### src/rtl/seebr_pkg.sv
// package: constants and carrier types for the eeprom bus-recovery controller
package seebr_pkg;
	localparam int unsigned CLK_FREQ_HZ   = 100_000_000;
	localparam int unsigned INIT_TIME_US  = 100;
	localparam int unsigned INIT_CYCLES   = (INIT_TIME_US * (CLK_FREQ_HZ / 1_000_000));
	localparam int unsigned WRITE_TIME_US = 5000;
	localparam int unsigned WRITE_CYCLES  = (WRITE_TIME_US * (CLK_FREQ_HZ / 1_000_000));
	localparam int unsigned CNT_W         = 20;
	localparam logic [2:0]  BIT_LAST      = 3'h7;
	localparam logic [6:0]  DEV_ADDR_DEF  = 7'h50;

	typedef enum logic [1:0] {
		SEEBR_ADDR,
		SEEBR_WRITE,
		SEEBR_READ,
		SEEBR_IGNORE
	} seebr_phase_t;

	typedef struct packed {
		logic start;
		logic stop;
		logic rise;
		logic fall;
		logic sda;
	} seebr_bus_ev_t;

	typedef struct packed {
		logic       req;
		logic [7:0] count;
	} seebr_wr_t;
endpackage

### src/rtl/seebr_core.sv
// two-wire eeprom slave control: recovery, power-on clear, write commit
// Summary of operation
// low supply at stop cancels the write
// start then stop returns logic idle
// master reset alone changes nothing here
// zero bit or ack holds data low
// master recovers: start, nine clocks, start, stop
// master high reading aborts output phase
// master sends start right after dummies
// master runs recovery at system start
// master checks acknowledges except in dummy write, abort and stuck tests
// power-on clear ignores bus until done
// bad ramp: master runs recovery first
// write only on stop right after ack
// start aborts command being shifted in
// after cancel master uses random read
// master frees low data before start
// write cycle ignores bus, no ack
// low supply flag sampled at stop
`timescale 1ns/10ps
module seebr_core
	import seebr_pkg::*;
#(
	parameter int unsigned INIT_CNT  = INIT_CYCLES,
	parameter int unsigned WRITE_CNT = WRITE_CYCLES
)
(
	input  wire logic        ref_clk_i,
	input  wire logic        nrst_i,
	input  wire logic        scl_i,
	input  wire logic        sda_i,
	input  wire logic        low_vdd_i,
	input  wire logic [7:0]  rd_data_i,
	output logic             sda_o,
	output logic             sda_oe_n_o,
	output logic             busy_o,
	output logic             ready_o,
	output logic             wr_start_o,
	output logic             wr_cancel_o,
	output logic [7:0]       wr_count_o
);
	import seebr_pkg::*;

	seebr_bus_ev_t ev;
	seebr_phase_t  phase_reg;
	logic [2:0]    bit_reg;
	logic [7:0]    shift_reg;
	logic [1:0]    byte_reg;
	logic [7:0]    data_cnt_reg;
	logic          ack_phase_reg;
	logic          ack_done_reg;
	logic          drive_low_reg;
	logic          out_phase_reg;
	logic          rd_reg;
	logic [CNT_W-1:0] timer_reg;
	logic          init_reg;
	logic          write_reg;
	logic          low_s1_reg;
	logic          low_s2_reg;
	logic          wr_start_reg;
	logic          wr_cancel_reg;
	logic [7:0]    wr_count_reg;

	seebr_sync u_sync
	(
		.ref_clk_i (ref_clk_i),
		.nrst_i    (nrst_i),
		.scl_i     (scl_i),
		.sda_i     (sda_i),
		.ev_o      (ev)
	);

	// bus is ignored during init and write cycle
	wire bus_live   = ~init_reg & ~write_reg;
	wire commit_ok  = ack_done_reg & ~rd_reg & (data_cnt_reg != 8'h00);
	wire commit     = bus_live & ev.stop & commit_ok;
	wire addr_match = (shift_reg[7:1] == DEV_ADDR_DEF);
	wire byte_end   = ev.rise & (bit_reg == BIT_LAST) & ~ack_phase_reg;
	wire [7:0] rx_byte = {shift_reg[6:0], ev.sda};

	function automatic logic [CNT_W-1:0] cnt_load(input int unsigned n);
		cnt_load = CNT_W'(n - 1);
	endfunction

	always_ff @(posedge ref_clk_i)
	begin
		if (!nrst_i)
		begin
			low_s1_reg <= 1'b0;
			low_s2_reg <= 1'b0;
		end
		else
		begin
			low_s1_reg <= low_vdd_i;
			low_s2_reg <= low_s1_reg;
		end
	end

	// power-on clear and write cycle timer
	always_ff @(posedge ref_clk_i)
	begin
		if (!nrst_i)
		begin
			init_reg  <= 1'b1;
			write_reg <= 1'b0;
			timer_reg <= cnt_load(INIT_CNT);
		end
		else if (init_reg | write_reg)
		begin
			if (timer_reg == '0)
			begin
				init_reg  <= 1'b0;
				write_reg <= 1'b0;
			end
			else
				timer_reg <= timer_reg - 1'b1;
		end
		else if (commit & ~low_s2_reg)
		begin
			write_reg <= 1'b1;
			timer_reg <= cnt_load(WRITE_CNT);
		end
	end

	// serial protocol engine; only bus events change state, so a lone
	// master reset leaves it untouched
	always_ff @(posedge ref_clk_i)
	begin
		if (!nrst_i || !bus_live || ev.stop || ev.start)
		begin
			phase_reg       <= SEEBR_ADDR;
			bit_reg         <= '0;
			byte_reg        <= '0;
			data_cnt_reg    <= '0;
			ack_phase_reg   <= 1'b0;
			ack_done_reg    <= 1'b0;
			drive_low_reg   <= 1'b0;
			out_phase_reg   <= 1'b0;
			rd_reg          <= 1'b0;
			shift_reg       <= '0;
		end
		else if (phase_reg != SEEBR_IGNORE)
		begin
			if (ev.rise & ~ack_phase_reg)
			begin
				shift_reg <= rx_byte;
				bit_reg   <= bit_reg + 1'b1;
			end
			if (byte_end)
				ack_phase_reg <= 1'b1;
			if (ev.rise & ack_phase_reg)
			begin
				ack_phase_reg <= 1'b0;
				if (out_phase_reg & ev.sda)
				begin
					phase_reg     <= SEEBR_IGNORE;
					out_phase_reg <= 1'b0;
				end
				else
					ack_done_reg <= ~out_phase_reg;
			end
			if (ev.fall)
			begin
				// the rise of a stop leaves the ack standing
				if (bit_reg != '0)
					ack_done_reg <= 1'b0;
				if (ack_phase_reg & ~out_phase_reg)
				begin
					if (phase_reg == SEEBR_ADDR)
					begin
						if (addr_match)
						begin
							drive_low_reg <= 1'b0;
							rd_reg        <= shift_reg[0];
							phase_reg     <= shift_reg[0] ? SEEBR_READ : SEEBR_WRITE;
						end
						else
							phase_reg <= SEEBR_IGNORE;
					end
					if (phase_reg != SEEBR_ADDR || addr_match)
						drive_low_reg <= 1'b1;
					if (phase_reg == SEEBR_WRITE)
					begin
						if (byte_reg == 2'h2)
							data_cnt_reg <= data_cnt_reg + 1'b1;
						else
							byte_reg <= byte_reg + 1'b1;
					end
				end
				else if ((phase_reg == SEEBR_READ) & ~ack_phase_reg)
				begin
					out_phase_reg <= 1'b1;
					drive_low_reg <= ~rd_data_i[BIT_LAST - bit_reg];
				end
				else
					drive_low_reg <= 1'b0;
			end
		end
	end

	always_ff @(posedge ref_clk_i)
	begin
		if (!nrst_i)
		begin
			wr_start_reg  <= 1'b0;
			wr_cancel_reg <= 1'b0;
			wr_count_reg  <= '0;
		end
		else
		begin
			wr_start_reg  <= commit & ~low_s2_reg;
			wr_cancel_reg <= commit & low_s2_reg;
			if (commit)
				wr_count_reg <= data_cnt_reg;
		end
	end

	always_ff @(posedge ref_clk_i)
	begin
		if (!nrst_i)
		begin
			sda_o      <= 1'b1;
			sda_oe_n_o <= 1'b1;
			busy_o     <= 1'b1;
			ready_o    <= 1'b0;
		end
		else
		begin
			sda_o      <= 1'b0;
			sda_oe_n_o <= ~(drive_low_reg & bus_live);
			busy_o     <= write_reg;
			ready_o    <= bus_live;
		end
	end

	assign wr_start_o  = wr_start_reg;
	assign wr_cancel_o = wr_cancel_reg;
	assign wr_count_o  = wr_count_reg;

	a_init_blocks: assert property (@(posedge ref_clk_i) disable iff (!nrst_i)
		init_reg |-> ##1 sda_oe_n_o)
		else $error("device drove sda during init");
	a_write_silent: assert property (@(posedge ref_clk_i) disable iff (!nrst_i)
		write_reg |-> ##1 sda_oe_n_o)
		else $error("device drove sda during write cycle");
	a_low_cancel: assert property (@(posedge ref_clk_i) disable iff (!nrst_i)
		(commit && low_s2_reg) |=> (wr_cancel_o && !wr_start_o))
		else $error("write not cancelled on low supply");
	a_commit_start: assert property (@(posedge ref_clk_i) disable iff (!nrst_i)
		wr_start_o |-> $past(ack_done_reg) && $past(data_cnt_reg) != 8'h00)
		else $error("write started without acked data");
	a_stop_idle: assert property (@(posedge ref_clk_i) disable iff (!nrst_i)
		(ev.stop && bus_live) |=> (phase_reg == SEEBR_ADDR && !drive_low_reg))
		else $error("stop did not return to idle");
	a_start_abort: assert property (@(posedge ref_clk_i) disable iff (!nrst_i)
		ev.start |=> (bit_reg == 3'h0 && byte_reg == 2'h0))
		else $error("start did not abort command");
	a_nack_release: assert property (@(posedge ref_clk_i) disable iff (!nrst_i)
		(ev.rise && ack_phase_reg && out_phase_reg && ev.sda && bus_live && !ev.stop && !ev.start)
		|=> phase_reg == SEEBR_IGNORE ##1 sda_oe_n_o)
		else $error("output not abandoned on master high");
	a_hold_state: assert property (@(posedge ref_clk_i) disable iff (!nrst_i)
		(!ev.start && !ev.stop && !ev.rise && !ev.fall && bus_live && $past(bus_live)) |=> $stable(phase_reg))
		else $error("state moved without bus event");
endmodule

### src/rtl/seebr_sync.sv
// two-stage synchroniser and bus event detector for scl/sda
`timescale 1ns/10ps
module seebr_sync
	import seebr_pkg::*;
(
	input  wire logic                    ref_clk_i,
	input  wire logic                    nrst_i,
	input  wire logic                    scl_i,
	input  wire logic                    sda_i,
	output seebr_pkg::seebr_bus_ev_t     ev_o
);
	logic [1:0] scl_meta_reg;
	logic [1:0] sda_meta_reg;
	logic       scl_reg;
	logic       sda_reg;

	wire scl_s = scl_meta_reg[1];
	wire sda_s = sda_meta_reg[1];

	always_ff @(posedge ref_clk_i)
	begin
		if (!nrst_i)
		begin
			scl_meta_reg <= 2'h3;
			sda_meta_reg <= 2'h3;
			scl_reg      <= 1'b1;
			sda_reg      <= 1'b1;
		end
		else
		begin
			scl_meta_reg <= {scl_meta_reg[0], scl_i};
			sda_meta_reg <= {sda_meta_reg[0], sda_i};
			scl_reg      <= scl_s;
			sda_reg      <= sda_s;
		end
	end

	assign ev_o.start = scl_s & scl_reg & sda_reg & ~sda_s;
	assign ev_o.stop  = scl_s & scl_reg & ~sda_reg & sda_s;
	assign ev_o.rise  = scl_s & ~scl_reg;
	assign ev_o.fall  = ~scl_s & scl_reg;
	assign ev_o.sda   = sda_s;
endmodule

### config.mk
export PLATFORM = sky130hd
export DESIGN_NAME = seebr_core
export DESIGN_NICKNAME = d
export VERILOG_FILES = /design/src/rtl/seebr_pkg.sv /design/src/rtl/seebr_core.sv /design/src/rtl/seebr_sync.sv
export SDC_FILE = /design/constraint.sdc
export NUM_CORES = 1
export LEC_CHECK = 0
export ABC_AREA = 1
export BUFFER_PORTS_ARGS = -buffer_cell sky130_fd_sc_hd__buf_4
export CAP_MARGIN = 25
export CELL_PAD_IN_SITES_DETAIL_PLACEMENT = 2
export CELL_PAD_IN_SITES_GLOBAL_PLACEMENT = 2
export CORE_MARGIN = 8
export CORE_UTILIZATION = 30
export CTS_BUF_LIST = sky130_fd_sc_hd__clkbuf_16
export CTS_CLUSTER_SIZE = 16
export DETAILED_ROUTE_END_ITERATION = 10
export PLACE_DENSITY_LB_ADDON = 0.05
export SLEW_MARGIN = 30
export SYNTH_ARGS = -nofsm -noshare
export SYNTH_HDL_FRONTEND = slang
export SYNTH_HIERARCHICAL = 1
export SYNTH_SLANG_ARGS = --single-unit
export TNS_END_PERCENT = 100
### constraint.sdc
create_clock -name ref_clk_i -period 1.9 [get_ports ref_clk_i]
set_input_delay 0.38 -clock ref_clk_i [delete_from_list [all_inputs] [get_ports ref_clk_i]]
set_output_delay 0.38 -clock ref_clk_i [all_outputs]
set_load 0.02 [all_outputs]
* Word-level counts from Yosys, hierarchy flattened *
Cells that the tools add are included.

cells by class
  add/sub/neg operators = 5
  magnitude comparators = 1
  equal/unequal tests = 10
  muxes and demuxes = 32
  bitwise operators = 36
  reductions and logical operators = 22

operator list
  cell                                                                   number
  20-bit 2-to-1 mux                                                      3
  1-bit AND                                                              22
  1-bit 2-to-1 mux                                                       21
  20-bit zero test                                                       1
  20-bit by 1-bit subtractor with 20-bit output (second input constant)  1
  5-bit AND reduction                                                    3
  2-bit 2-to-1 mux                                                       7
  1-bit NOT                                                              13
  2-bit AND reduction                                                    5
  8-bit by 1-bit adder with 8-bit output (second input constant)         1
  8-bit nonzero test                                                     1
  7-bit == test (second input constant)                                  1
  2-bit nonzero test                                                     3
  2-bit == test (second input constant)                                  2
  1-bit logical OR                                                       4
  3-bit by 4-bit < comparator with 1-bit output (second input constant)  1
  2-bit != test (second input constant)                                  2
  4-bit AND reduction                                                    1
  3-bit by 1-bit adder with 3-bit output (second input constant)         1
  1-bit binary-select mux with 3-bit select                              1
  3-bit == test (second input constant)                                  1
  3-bit by 1-bit != test with 1-bit output (second input constant)       1
  3-bit by 2-bit != test with 1-bit output (second input constant)       1
  3-bit nonzero test                                                     1
  other kinds (7)                                                        8

word-level totals
  bits in registers = 72
  input bits = 13
  output and inout bits = 14

* Longest topological paths before layout *
Gate-level depths: netlist of the first run.

  depth after elaboration = 8
  mapped depth = 11

* Cells and area by module *
Netlist of the first run, hierarchy kept.

by module, submodules not included
  module      times used  cells an instance  area each (µm²)
  seebr_core  1           450                3311.9
  seebr_sync  1           28                 206.4

* Least setup slack after synthesis of the first run *
Ideal clock, no wire load.

  kind = register to register
  start point = reg timer_reg[0]
  end point = reg timer_reg[12]
  library setup time = 0.115 ns
  arrival = 1.329 ns
  path slack = 0.456 ns
  cell stages (with the launch flop) = 10
  path buffers = 0
  cells stage by stage = dfxtp_1 -> inv_1 -> ha_1 -> inv_1 -> nor2_1 -> nand3_1 -> nor2_1 -> nand3_1 -> nand2_1 -> nor2_1

between the ends
  cells in the longest elaborated chain, start to end = 3
  elaborated cells between the ends (all ways) = 6

ends and longest elaborated chain
  what                                                                               line                                  RTL
  from (decl)                                                                        seebr_core.sv:55                      logic [CNT_W-1:0] timer_reg;
  from (signal assigned)                                                             seebr_core.sv:106                     timer_reg <= cnt_load(INIT_CNT);
  from (signal assigned)                                                             seebr_core.sv:116                     timer_reg <= timer_reg - 1'b1;
  from (signal assigned)                                                             seebr_core.sv:121                     timer_reg <= cnt_load(WRITE_CNT);
  20-bit by 1-bit subtractor with 20-bit output or 20-bit zero test (tied branches)  seebr_core.sv:116, seebr_core.sv:110
  20-bit 2-to-1 mux or 2-bit != test (tied branches)                                 --
  20-bit 2-to-1 mux or 2-bit AND reduction (tied branches)                           --

Parallel ways exist; a longest one is shown, timed or not. The select of a mux whose other input is x is not followed.
A chain may end at the register's enable or synchronous reset.

* Worst setup path in the final report of the first run *
  start point = reg timer_reg[0]
  end point = reg timer_reg[18]

The elaborated chain is that of the path after synthesis.

==> run summary, run 1 <==
CP max stage cell -> dfxtp_1
Critical Path AT -> 1.99 ns
initial core utilization -> 30.8%
port bufs -> 26
Hold WS -> 0.213 ns
Yosys reg bits -> 72
mean post-synth cell area -> 7.36 sq um
clock skew -> 0.00512 ns
Post-synth ARST share -> 0%
antenna cells -> 0
RSZ-0062 raised after global routing -> true
Post-Syn Instances -> 478
Worst-Margin Slew -> 0.402 ns
WP buf/inv -> 2
flop2flop setup slack -> 0.17 ns
synthesized area -> 0.00352 sq mm
Die ar. -> 0.0154 sq mm
Hold Path Class -> primary input to flip-flop
H-tree depth -> 3
synth warn -> 6
WL/cell -> 14.8 microns
Crit path required time -> 2.16 ns
fin nets -> 534
Main synth FF type -> dfxtp_1
Pre-antenna DRT Iters -> 4
number of CTS-inserted buffers -> 9
LEAKAGE -> 1.75 nW
sequential area share after synthesis -> 41.0%
Post-Syn Nets -> 499
Slew headroom -> 73.2%
Setup Viol. Count Final -> 0
Post-DRT Antenna Nets -> 0
Peak VDD IR -> 0.539 mV
Final HPWL DP -> 7.49 mm
DR iter-0 viols -> 68
library cells used by synthesis -> 36
DR vias -> 3160
Root Buffer -> clkbuf_16
Post-CTS Setup Inserts -> 0
maxcap violations -> 0
status -> finished, final reports clean
Crit Path Max Fanout -> 28
routability congestion estimate -> 0.737
die width -> 124 microns
hold_buf cts -> 0
delay-heaviest family, CP -> simple AND/OR/NAND/NOR gates
Worst setup SP type -> flip-flop
CP most frequent cell -> nand2_1
CTS tree -> built
r2r startpoint -> timer_reg[0]$_SDFFE_PN1P_
worst-path cell chain -> inv_1 -> ha_1 -> nand2_1 -> nor2_2 -> nand3_4 -> nand2_4 -> nand2_8 -> inv_6 -> nand2_1 -> a21oi_1
maximum clock frequency -> 578 MHz
Pins Over Slew Limit -> 0
crit path kind -> flip-flop to flip-flop
delay of the slowest critical-path stage -> 0.31 ns
setup TNS -> 0 ns
via density per instance -> 4.79
Min-Delay Path Depth -> 3
grt ovf -> 0
Post-Route WL -> 9.77 mm
Total GRT Usage -> 13.3%
Final period util -> 91.0%
DRC viols -> 0
Reg2Reg Depth -> 10
Reg clk slew, reported paths -> 0.05 ns
row count -> 39
hold endpoint -> u_sync/scl_meta_reg[0]$_SDFF_PN1_
Skew-Pair Late Insertion Delay -> 0.34 ns
R2R Path End -> timer_reg[18]$_SDFFE_PN0P_
core area -> 0.0114 sq mm
IO Pins -> 27
CTS max path bufs -> 2
Resized cells post-CTS -> 0
post-route minimum period -> 1.73 ns
largest net degree at the start of global routing -> 29
height of the die -> 124 microns
Syn-to-layout area delta -> 18.1%
CP endpoint kind -> flip-flop
initial antenna violation count -> 0
Hold Fails Final Rpt -> 0
Sink Count -> 72
max reg flops -> 20
first-pass GRT wire length -> 16.9 mm
layout cells sized above 1 -> 17.4%
pwr dens -> 784 mW/mm^2
vias in the first global route -> 3460
HP Start -> scl_i
Post-synth EDFFs -> 0
-- cell families after synthesis --
kind of cell	Yosys count	share of synthesized area, %
adders and majority gates	8	2.85
and+or+nand+nor	244	33.1
DFF	72	41.0
AOI/OAI and AO/OA	71	11.5
xor gates and xnor gates	9	2.24
buffers and inverters	74	9.32
-- synth_stat cells (2+ instances only) --
cell      count  share of area [%]
a211oi_1      8                1.7
nand2_1      98                 10
buf_4         3               0.64
or2_2         4               0.71
a21oi_1      30                4.3
nand3_4       2                1.0
o21ai_1       2               0.28
a21oi_2       7                1.7
nand2_2       9                1.6
nor2_2        5               0.89
buf_2         2               0.28
nor2_1       55                5.9
ha_1          8                2.8
inv_1        60                6.4
nor3_1        7                1.0
nand3b_1      2               0.43
inv_2         2               0.21
xor2_1        8                2.0
clkbuf_1      3               0.32
buf_6         2               0.64
o21ai_0      23                3.3
dfxtp_1      72                 41
nand4_1       6                1.1
nand3_1      44                6.3
nor2_4        5                1.6
-- how the worst max path moves through the flow --
stage / startpoint / endpoint / slack [ns] / depth (start not counted)
final: timer_reg[0]$_SDFFE_PN1P_ / timer_reg[18]$_SDFFE_PN0P_ / 0.17 / 10
after global routing: u_sync/scl_meta_reg[1]$_SDFF_PN1_ / wr_count_o[4]$_SDFFE_PN0N_ / -0.02 / 8
after CTS: timer_reg[0]$_SDFFE_PN1P_ / timer_reg[12]$_SDFFE_PN0P_ / 0.11 / 9
after detailed placement: timer_reg[0]$_SDFFE_PN1P_ / timer_reg[12]$_SDFFE_PN0P_ / 0.11 / 9
after global placement: timer_reg[0]$_SDFFE_PN1P_ / timer_reg[12]$_SDFFE_PN0P_ / 0.19 / 9
after floorplan: timer_reg[0]$_SDFFE_PN1P_ / timer_reg[12]$_SDFFE_PN0P_ / 0.46 / 9
-- layout by cell type (no fill, tap or decap), drive strengths merged --
cell type	n
o21ai	25
nand2	109
nand3b	2
nand4	6
buf	35
o211ai	1
bufinv	1
clkbuf	9
nor3	8
or2	5
ha	8
nor3b	1
nand3	47
xor2	8
nor4	1
nor2	65
a211oi	8
xnor2	1
clkinv	4
dfxtp	72
a21oi	37
inv	64
-- cell type report --
| class | instances | area [sq um] |
|---|---|---|
| Inverter | 63 | 241 |
| Fill cell | 1393 | 7260 |
| Timing Repair Buffer | 35 | 263 |
| Clock buffer | 9 | 225 |
| Sequential cell | 72 | 1440 |
| Multi-Input combinational cell | 332 | 1750 |
| Clock inverter | 6 | 52.6 |
| Tap cell | 143 | 179 |
-- layer usage --
| metal | routed length (microns) | track usage (%) |
|---|---|---|
| met5 | 0 | 0 |
| met4 | 180 | 6.17 |
| met3 | 161 | 2.64 |
| met2 | 4940 | 22.8 |
| met1 | 4490 | 15.7 |
-- power breakdown --
group / internal, mW / switching [mW] / leakage, nW
logic: 0.0412 / 0.0639 / 1.02
registers: 1.52 / 0.00683 / 0.583
clock network: 0.992 / 0.629 / 0.144
total: 2.56 / 0.699 / 1.75
-- metrics by stage --
stage          util, %  total power [mW]  area (sq um)  std cells  setup WS [ns]
3_3_place_gp      33.9              1.67          3870        645          0.188
4_1_cts           36.4              3.32          4150        660          0.105
2_1_floorplan        -              1.62          3520        478          0.456
6_report          36.4              3.26          4160        660          0.171
5_1_grt           36.4              3.39          4160        660        -0.0248
3_5_place_dp      33.9              1.67          3870        645          0.115
-- worst min-delay path, delay by kind of cell --
family | cells | cell delay (ns)
and+or+nand+nor | 1 | 0.04
buffers and inverters | 2 | 0.11
Power figures use the tool's default switching activity.
==> inputs of run 2 (changes only) <==
--- a/config.mk
+++ b/config.mk
@@ -15,7 +15,7 @@
 export CTS_BUF_LIST = sky130_fd_sc_hd__clkbuf_16
 export CTS_CLUSTER_SIZE = 16
 export DETAILED_ROUTE_END_ITERATION = 10
-export PLACE_DENSITY_LB_ADDON = 0.05
+export PLACE_DENSITY_LB_ADDON = 0.1
 export SLEW_MARGIN = 30
 export SYNTH_ARGS = -nofsm -noshare
 export SYNTH_HDL_FRONTEND = slang
==> run summary, run 2 (synthesis gave the netlist of run 1 again) <==
RSZ-0062 raised after global routing -> false (was true)
Final HPWL DP -> 7.69 mm (was 7.49 mm)
met2 usage -> 25.1% (was 22.8%)
Crit Path Max Fanout -> 14 (was 28)
WL/cell -> 15.4 microns (was 14.8 microns)
height of the die -> 124 microns (unchanged)
Root Buffer -> clkbuf_16 (unchanged)
M3 GR Usage -> 2.38% (was 2.64%)
Die ar. -> 0.0154 sq mm (unchanged)
Syn-to-layout area delta -> 19.8% (was 18.1%)
H-tree depth -> 3 (unchanged)
busiest grt layer -> met2 (unchanged)
post-route minimum period -> 1.71 ns (was 1.73 ns)
antenna cells -> 0 (unchanged)
DR vias -> 3223 (was 3160)
crit path kind -> flip-flop to flip-flop (unchanged)
worst-path cell chain -> inv_1 -> ha_1 -> nand4_1 -> nand2_2 -> clkinvlp_4 -> o21ai_0 -> a21oi_1 (was inv_1 -> ha_1 -> nand2_1 -> nor2_2 -> nand3_4 -> nand2_4 -> nand2_8 -> inv_6 -> nand2_1 -> a21oi_1)
initial antenna violation count -> 0 (unchanged)
WP buf/inv -> 2 (unchanged)
r2r startpoint -> data_cnt_reg[0]$_SDFFE_PP0P_ (was timer_reg[0]$_SDFFE_PN1P_)
Hold Fails Final Rpt -> 0 (unchanged)
CP max stage cell -> dfxtp_1 (unchanged)
most common cell after layout, fill and taps aside -> nand2_1 (unchanged)
LEAKAGE -> 1.76 nW (was 1.75 nW)
Final Cell Area -> 0.00422 sq mm (was 0.00416 sq mm)
first-pass GRT wire length -> 17.5 mm (was 16.9 mm)
fin nets -> 536 (was 534)
delay of the slowest critical-path stage -> 0.32 ns (was 0.31 ns)
layout cells sized above 1 -> 18.1% (was 17.4%)
Critical Path AT -> 1.94 ns (was 1.99 ns)
delay-heaviest family, CP -> simple AND/OR/NAND/NOR gates (unchanged)
Reg2Reg Depth -> 7 (was 10)
DR iter-0 viols -> 84 (was 68)
Min-Delay Path Depth -> 3 (unchanged)
Final period util -> 90.1% (was 91.0%)
row count -> 39 (unchanged)
largest net degree at the start of global routing -> 29 (unchanged)
Skew-Pair Late Insertion Delay -> 0.34 ns (about the same)
vias in the first global route -> 3526 (was 3460)
Crit path depth -> 7 (was 10)
Total GRT Usage -> 13.9% (was 13.3%)
setup TNS -> 0 ns (unchanged)
Post-CTS Setup Inserts -> 0 (unchanged)
Pins Over Slew Limit -> 0 (unchanged)
HP Start -> scl_i (unchanged)
highest-count cells in the layout ignoring fill and taps -> nand2_1 (97), dfxtp_1 (72), inv_1 (59), nor2_1 (55), nand3_1 (44) (was nand2_1 (98), dfxtp_1 (72), inv_1 (61), nor2_1 (54), nand3_1 (44))
Setup Viol. Count Final -> 0 (unchanged)
clock skew -> 0.00838 ns (was 0.00512 ns)
grt ovf -> 0 (unchanged)
status -> finished, final reports clean (unchanged)
CTS max path bufs -> 2 (unchanged)
Peak VDD IR -> 0.468 mV (was 0.539 mV)
Post-Route WL -> 10.2 mm (was 9.77 mm)
maximum clock frequency -> 584 MHz (was 578 MHz)
Worst-Margin Slew -> 0.452 ns (was 0.402 ns)
initial core utilization -> 30.8% (unchanged)
Reg clk slew, reported paths -> 0.06 ns (was 0.05 ns)
pwr dens -> 824 mW/mm^2 (was 784 mW/mm^2)
die width -> 124 microns (unchanged)
IO Pins -> 27 (unchanged)
CP endpoint kind -> flip-flop (unchanged)
CTS tree -> built (unchanged)
core area -> 0.0114 sq mm (unchanged)
R2R Path End -> wr_count_o[1]$_SDFFE_PN0N_ (was timer_reg[18]$_SDFFE_PN0P_)
Fillers -> 1394 (was 1393)
Sink Count -> 72 (unchanged)
Post-DRT Antenna Nets -> 0 (unchanged)
hold_buf cts -> 0 (unchanged)
routability congestion estimate -> 0.741 (was 0.737)
Hold Path Class -> primary input to flip-flop (unchanged)
Worst setup SP type -> flip-flop (unchanged)
DRC viols -> 0 (unchanged)
met1 Track Usage GR -> 15.7% (about the same)
Pre-antenna DRT Iters -> 4 (unchanged)
DP Area -> 0.00389 sq mm (was 0.00387 sq mm)
Slew headroom -> 69.8% (was 73.2%)
number of CTS-inserted buffers -> 9 (unchanged)
maxcap violations -> 0 (unchanged)
via density per instance -> 4.86 (was 4.79)
Crit path required time -> 2.13 ns (was 2.16 ns)
port bufs -> 26 (unchanged)
max reg flops -> 20 (unchanged)
flop2flop setup slack -> 0.19 ns (was 0.17 ns)
hold endpoint -> u_sync/scl_meta_reg[0]$_SDFF_PN1_ (unchanged)
==> run 2: cell count changes in the layout (fill, tap and decap cells not counted), moves of 2 or more <==
cell,delta
inv_1,-2
clkinv_4,+2
clkinvlp_4,+3
buf_4,+2
clkinv_2,-3
==> run 2: per-stage QoR <==
| step | hold WS [ns] | utilization, % | total power, mW | cells | setup WS, ns |
|---|---|---|---|---|---|
| after floorplan | 0.362 | - | 1.62 | 478 | 0.456 |
| final | 0.214 | 36.9 | 3.47 | 663 | 0.187 |
| after global routing | 0.221 | 36.9 | 3.62 | 663 | 0.0201 |
| after global placement | 0.382 | 34.1 | 1.68 | 647 | 0.222 |
| after detailed placement | 0.385 | 34.1 | 1.68 | 647 | 0.173 |
| after CTS | 0.199 | 36.9 | 3.55 | 663 | 0.154 |
==> run 2: metal layers <==
layer  vias up  share of wire [%]  routed length (microns)
met2        12                 53                     5460
li1       1613                  -                        -
met1      1585                 43                     4450
met4         0                1.6                      167
met5         -                  0                        0
met3        13                1.4                      148
==> run 2: cell type report <==
type	count	area (sq um)	area share, %
Multi-Input combinational cell	332	1750	41.5
Sequential cell	72	1440	34.2
Timing Repair Buffer	37	278	6.59
Inverter	63	245	5.82
Clock buffer	9	225	5.34
Tap cell	143	179	4.24
Clock inverter	7	96.3	2.28
==> run 2: worst max-delay path by stage <==
stage                                           start                          to  slack [ns]
finish                   data_cnt_reg[0]$_SDFFE_PP0P_  wr_count_o[1]$_SDFFE_PN0N_        0.19
global placement    u_sync/sda_meta_reg[1]$_SDFF_PN1_   timer_reg[9]$_SDFFE_PN1P_        0.22
global route        u_sync/scl_meta_reg[1]$_SDFF_PN1_   timer_reg[9]$_SDFFE_PN1P_        0.02
CTS                 u_sync/sda_meta_reg[1]$_SDFF_PN1_  timer_reg[10]$_SDFFE_PN1P_        0.15
floorplan                   timer_reg[0]$_SDFFE_PN1P_  timer_reg[12]$_SDFFE_PN0P_        0.46
detailed placement  u_sync/scl_meta_reg[1]$_SDFF_PN1_  timer_reg[10]$_SDFFE_PN1P_        0.17
==> run 2: worst reg2reg max path, stage by stage (launching register included) <==
cell	delay, ns
dfxtp_1	0.32
inv_1	0.12
ha_1	0.19
nand4_1	0.25
nand2_2	0.21
clkinvlp_4	0.22
o21ai_0	0.24
a21oi_1	0.05
==> run 2: power by group <==
part | internal (mW) | switching [mW] | total [mW]
combinational | 0.0448 | 0.0661 | 0.111
clock | 1.15 | 0.682 | 1.83
sequential | 1.52 | 0.00683 | 1.53
==> run 2: timing repair <==
| action | 4_1_cts | 5_1_grt |
|---|---|---|
| setup endpoints to repair | 0 | 1 |
| gates resized for setup | 0 | 3 |
| hold endpoints to repair | 0 | 0 |
==> inputs of run 3 (changes only) <==
--- a/config.mk
+++ b/config.mk
@@ -5,9 +5,8 @@
 export SDC_FILE = /design/constraint.sdc
 export NUM_CORES = 1
 export LEC_CHECK = 0
-export ABC_AREA = 1
+export ABC_AREA = 0
 export BUFFER_PORTS_ARGS = -buffer_cell sky130_fd_sc_hd__buf_4
-export CAP_MARGIN = 25
 export CELL_PAD_IN_SITES_DETAIL_PLACEMENT = 2
 export CELL_PAD_IN_SITES_GLOBAL_PLACEMENT = 2
 export CORE_MARGIN = 8
==> run summary, run 3 <==
maximum clock frequency -> 490 MHz (was 584 MHz)
Skew-Pair Late Insertion Delay -> 0.34 ns (about the same)
Hold Path Class -> primary input to flip-flop (unchanged)
WP buf/inv -> 1 (was 2)
Slew headroom -> 65.2% (was 69.8%)
first-pass GRT wire length -> 17.6 mm (was 17.5 mm)
number of CTS-inserted buffers -> 9 (unchanged)
sequential area share after synthesis -> 44.0% (was 41.0%)
Crit Path Max Fanout -> 3 (was 14)
failing checks -> setup timing
utilization after layout -> 42.9% (was 36.9%)
synthesized area -> 0.00328 sq mm (was 0.00352 sq mm)
Pre-antenna DRT Iters -> 4 (unchanged)
Peak VDD IR -> 0.453 mV (was 0.468 mV)
delay-heaviest family, CP -> simple AND/OR/NAND/NOR gates (unchanged)
most common cell after layout, fill and taps aside -> buf_4 (was nand2_1)
mean post-synth cell area -> 9.08 sq um (was 7.36 sq um)
pwr dens -> 690 mW/mm^2 (was 824 mW/mm^2)
grt ovf -> 0 (unchanged)
max reg flops -> 20 (unchanged)
synth warn -> 6 (unchanged)
initial core utilization -> 30.5% (was 30.8%)
Sink Count -> 72 (unchanged)
Final HPWL DP -> 7.70 mm (was 7.69 mm)
Root Buffer -> clkbuf_16 (unchanged)
top-count cell post-synth -> dfxtp_1 (was nand2_1)
Crit path required time -> 2.11 ns (was 2.13 ns)
library cells used by synthesis -> 53 (was 36)
synth top area cells -> dfxtp_1 (44%), nor2_1 (4.2%), nand2_1 (4.0%) (was dfxtp_1 (41%), nand2_1 (10%), inv_1 (6.4%))
LEAKAGE -> 1.77 nW (was 1.76 nW)
Worst setup SP type -> flip-flop (unchanged)
Setup Viol. Count Final -> 9 (was 0)
Die ar. -> 0.0145 sq mm (was 0.0154 sq mm)
via density per instance -> 5.00 (was 4.86)
Final period util -> 107% (was 90.1%)
Post-synth ARST share -> 0% (unchanged)
Total GRT Usage -> 15.3% (was 13.9%)
initial antenna violation count -> 0 (unchanged)
row count -> 38 (was 39)
Synth area leader -> dfxtp_1 (unchanged)
Reg area -> 0.00145 sq mm (was 0.00144 sq mm)
Commonest cells post-synth -> dfxtp_1 (72), nor2_1 (37), nand2_1 (35), a21oi_1 (21), o21ai_0 (19) (was nand2_1 (98), dfxtp_1 (72), inv_1 (60), nor2_1 (55), nand3_1 (44))
Post-DRT Antenna Nets -> 0 (unchanged)
routability congestion estimate -> 0.781 (was 0.741)
antenna cells -> 0 (unchanged)
Post-synth EDFFs -> 0 (unchanged)
delay of the slowest critical-path stage -> 0.41 ns (was 0.32 ns)
CP max stage cell -> or3_4 (was dfxtp_1)
WL/cell -> 17.4 microns (was 15.4 microns)
largest net degree at the start of global routing -> 20 (was 29)
vias in the first global route -> 3374 (was 3526)
setup TNS -> -0.603 ns (was 0 ns)
layout cells sized above 1 -> 34.3% (was 18.1%)
fin nets -> 486 (was 536)
clock skew -> 0.00801 ns (was 0.00838 ns)
CTS max path bufs -> 2 (unchanged)
Critical Path AT -> 2.25 ns (was 1.94 ns)
Fillers -> 1198 (was 1394)
H-tree depth -> 3 (unchanged)
Post-Syn Nets -> 382 (was 499)
CP endpoint kind -> flip-flop (unchanged)
Syn-to-layout area delta -> 40.5% (was 19.8%)
Hold Fails Final Rpt -> 0 (unchanged)
crit path kind -> flip-flop to flip-flop (unchanged)
Pins Over Slew Limit -> 0 (unchanged)
Worst-Margin Slew -> 0.518 ns (was 0.452 ns)
DR iter-0 viols -> 101 (was 84)
Reg clk slew, reported paths -> 0.06 ns (about the same)
Yosys reg bits -> 72 (unchanged)
DRC viols -> 0 (unchanged)
RSZ-0062 raised after global routing -> true (was false)
DR vias -> 3048 (was 3223)
status -> finished, violations left (was finished, final reports clean)
post-synth top area share -> 44.0% (was 41.0%)
final worst-path setup slack -> -0.139 ns (was 0.187 ns)
core area -> 0.0107 sq mm (was 0.0114 sq mm)
die width -> 121 microns (was 124 microns)
height of the die -> 121 microns (was 124 microns)
Post-Route WL -> 10.6 mm (was 10.2 mm)
Post-Syn Instances -> 361 (was 478)
post-route minimum period -> 2.04 ns (was 1.71 ns)
CTS tree -> built (unchanged)
highest-count cells in the layout ignoring fill and taps -> buf_4 (104), dfxtp_1 (67), nand2_1 (35), nor2_1 (33), a21oi_1 (19) (was nand2_1 (97), dfxtp_1 (72), inv_1 (59), nor2_1 (55), nand3_1 (44))
port bufs -> 26 (unchanged)
maxcap violations -> 0 (unchanged)
IO Pins -> 27 (unchanged)
Main synth FF type -> dfxtp_1 (unchanged)
Multi-input gate area -> 0.00186 sq mm (was 0.00175 sq mm)
worst-path cell chain -> nor4_4 -> buf_4 -> nand3b_1 -> or3_4 -> o31a_1 -> or3_1 (was inv_1 -> ha_1 -> nand4_1 -> nand2_2 -> clkinvlp_4 -> o21ai_0 -> a21oi_1)
## run 3: stage by stage
step | hold slack (ns) | power [mW] | setup WS (ns) | cells | area (sq um)
6_report | 0.229 | 3.18 | -0.139 | 610 | 4600
5_1_grt | 0.219 | 3.32 | -0.224 | 610 | 4600
4_1_cts | 0.219 | 3.22 | -0.145 | 603 | 4460
3_5_place_dp | 0.401 | 1.71 | -0.187 | 583 | 4120
3_3_place_gp | 0.402 | 1.70 | -0.0898 | 583 | 4120
2_1_floorplan | 0.357 | 1.63 | -0.0781 | 361 | 3290
## run 3: power by group
group          internal (mW)  total [mW]  switching, mW
logic                 0.0736       0.157         0.0834
clock network          0.859        1.49          0.629
registers               1.53        1.53        0.00860
total                   2.46        3.18          0.721
## run 3: kinds of logic after synthesis
logic type	count (synthesis)	synth area share [%]
XOR/XNOR	13	3.47
AND/OR/NAND/NOR	154	25.0
flip-flops	72	44.0
AO/OA/AOI/OAI	74	15.6
buffers and inverters	25	3.47
adder cells (fa/ha/maj)	8	3.05
multiplexers	15	5.35
## run 3: worst paths after layout
check                                     from                           endpoint  slack (ns)  cells past startpoint
max                  timer_reg[2]$_SDFFE_PN1P_         timer_reg[13]$_SDFFE_PN1P_       -0.14                      6
min                                      sda_i  u_sync/sda_meta_reg[0]$_SDFF_PN1_        0.23                      2
max reg2reg          timer_reg[2]$_SDFFE_PN1P_         timer_reg[13]$_SDFFE_PN1P_       -0.14                      6
min reg2reg  u_sync/sda_meta_reg[0]$_SDFF_PN1_  u_sync/sda_meta_reg[1]$_SDFF_PN1_        0.43                      1
## run 3: layout make-up
| cell class | count | share of cell area (%) |
|---|---|---|
| Clock buffer | 9 | 4.89 |
| Clock inverter | 7 | 0.679 |
| Inverter | 10 | 0.815 |
| Multi-Input combinational cell | 264 | 40.4 |
| Sequential cell | 72 | 31.4 |
| Tap cell | 140 | 3.80 |
| Timing Repair Buffer | 108 | 17.9 |
## run 3: routing by layer
| metal | vias up | wire length (microns) | part of all wire (%) | GRT usage, % |
|---|---|---|---|---|
| li1 | 1504 | - | - | - |
| met1 | 1498 | 5110 | 48 | 19.7 |
| met2 | 32 | 5080 | 48 | 24.3 |
| met3 | 14 | 234 | 2.2 | 3.17 |
| met4 | 0 | 192 | 1.8 | 6.56 |
| met5 | - | 0 | 0 | 0 |
## run 3: what timing repair did
action / 4_1_cts / 5_1_grt
cloned: 0 / 0
setup buffers: 4 / 8
setup endpoints to repair: 15 / 23
pin swaps: 10 / 22
hold buffers: 0 / 0
resized for setup: 11 / 23
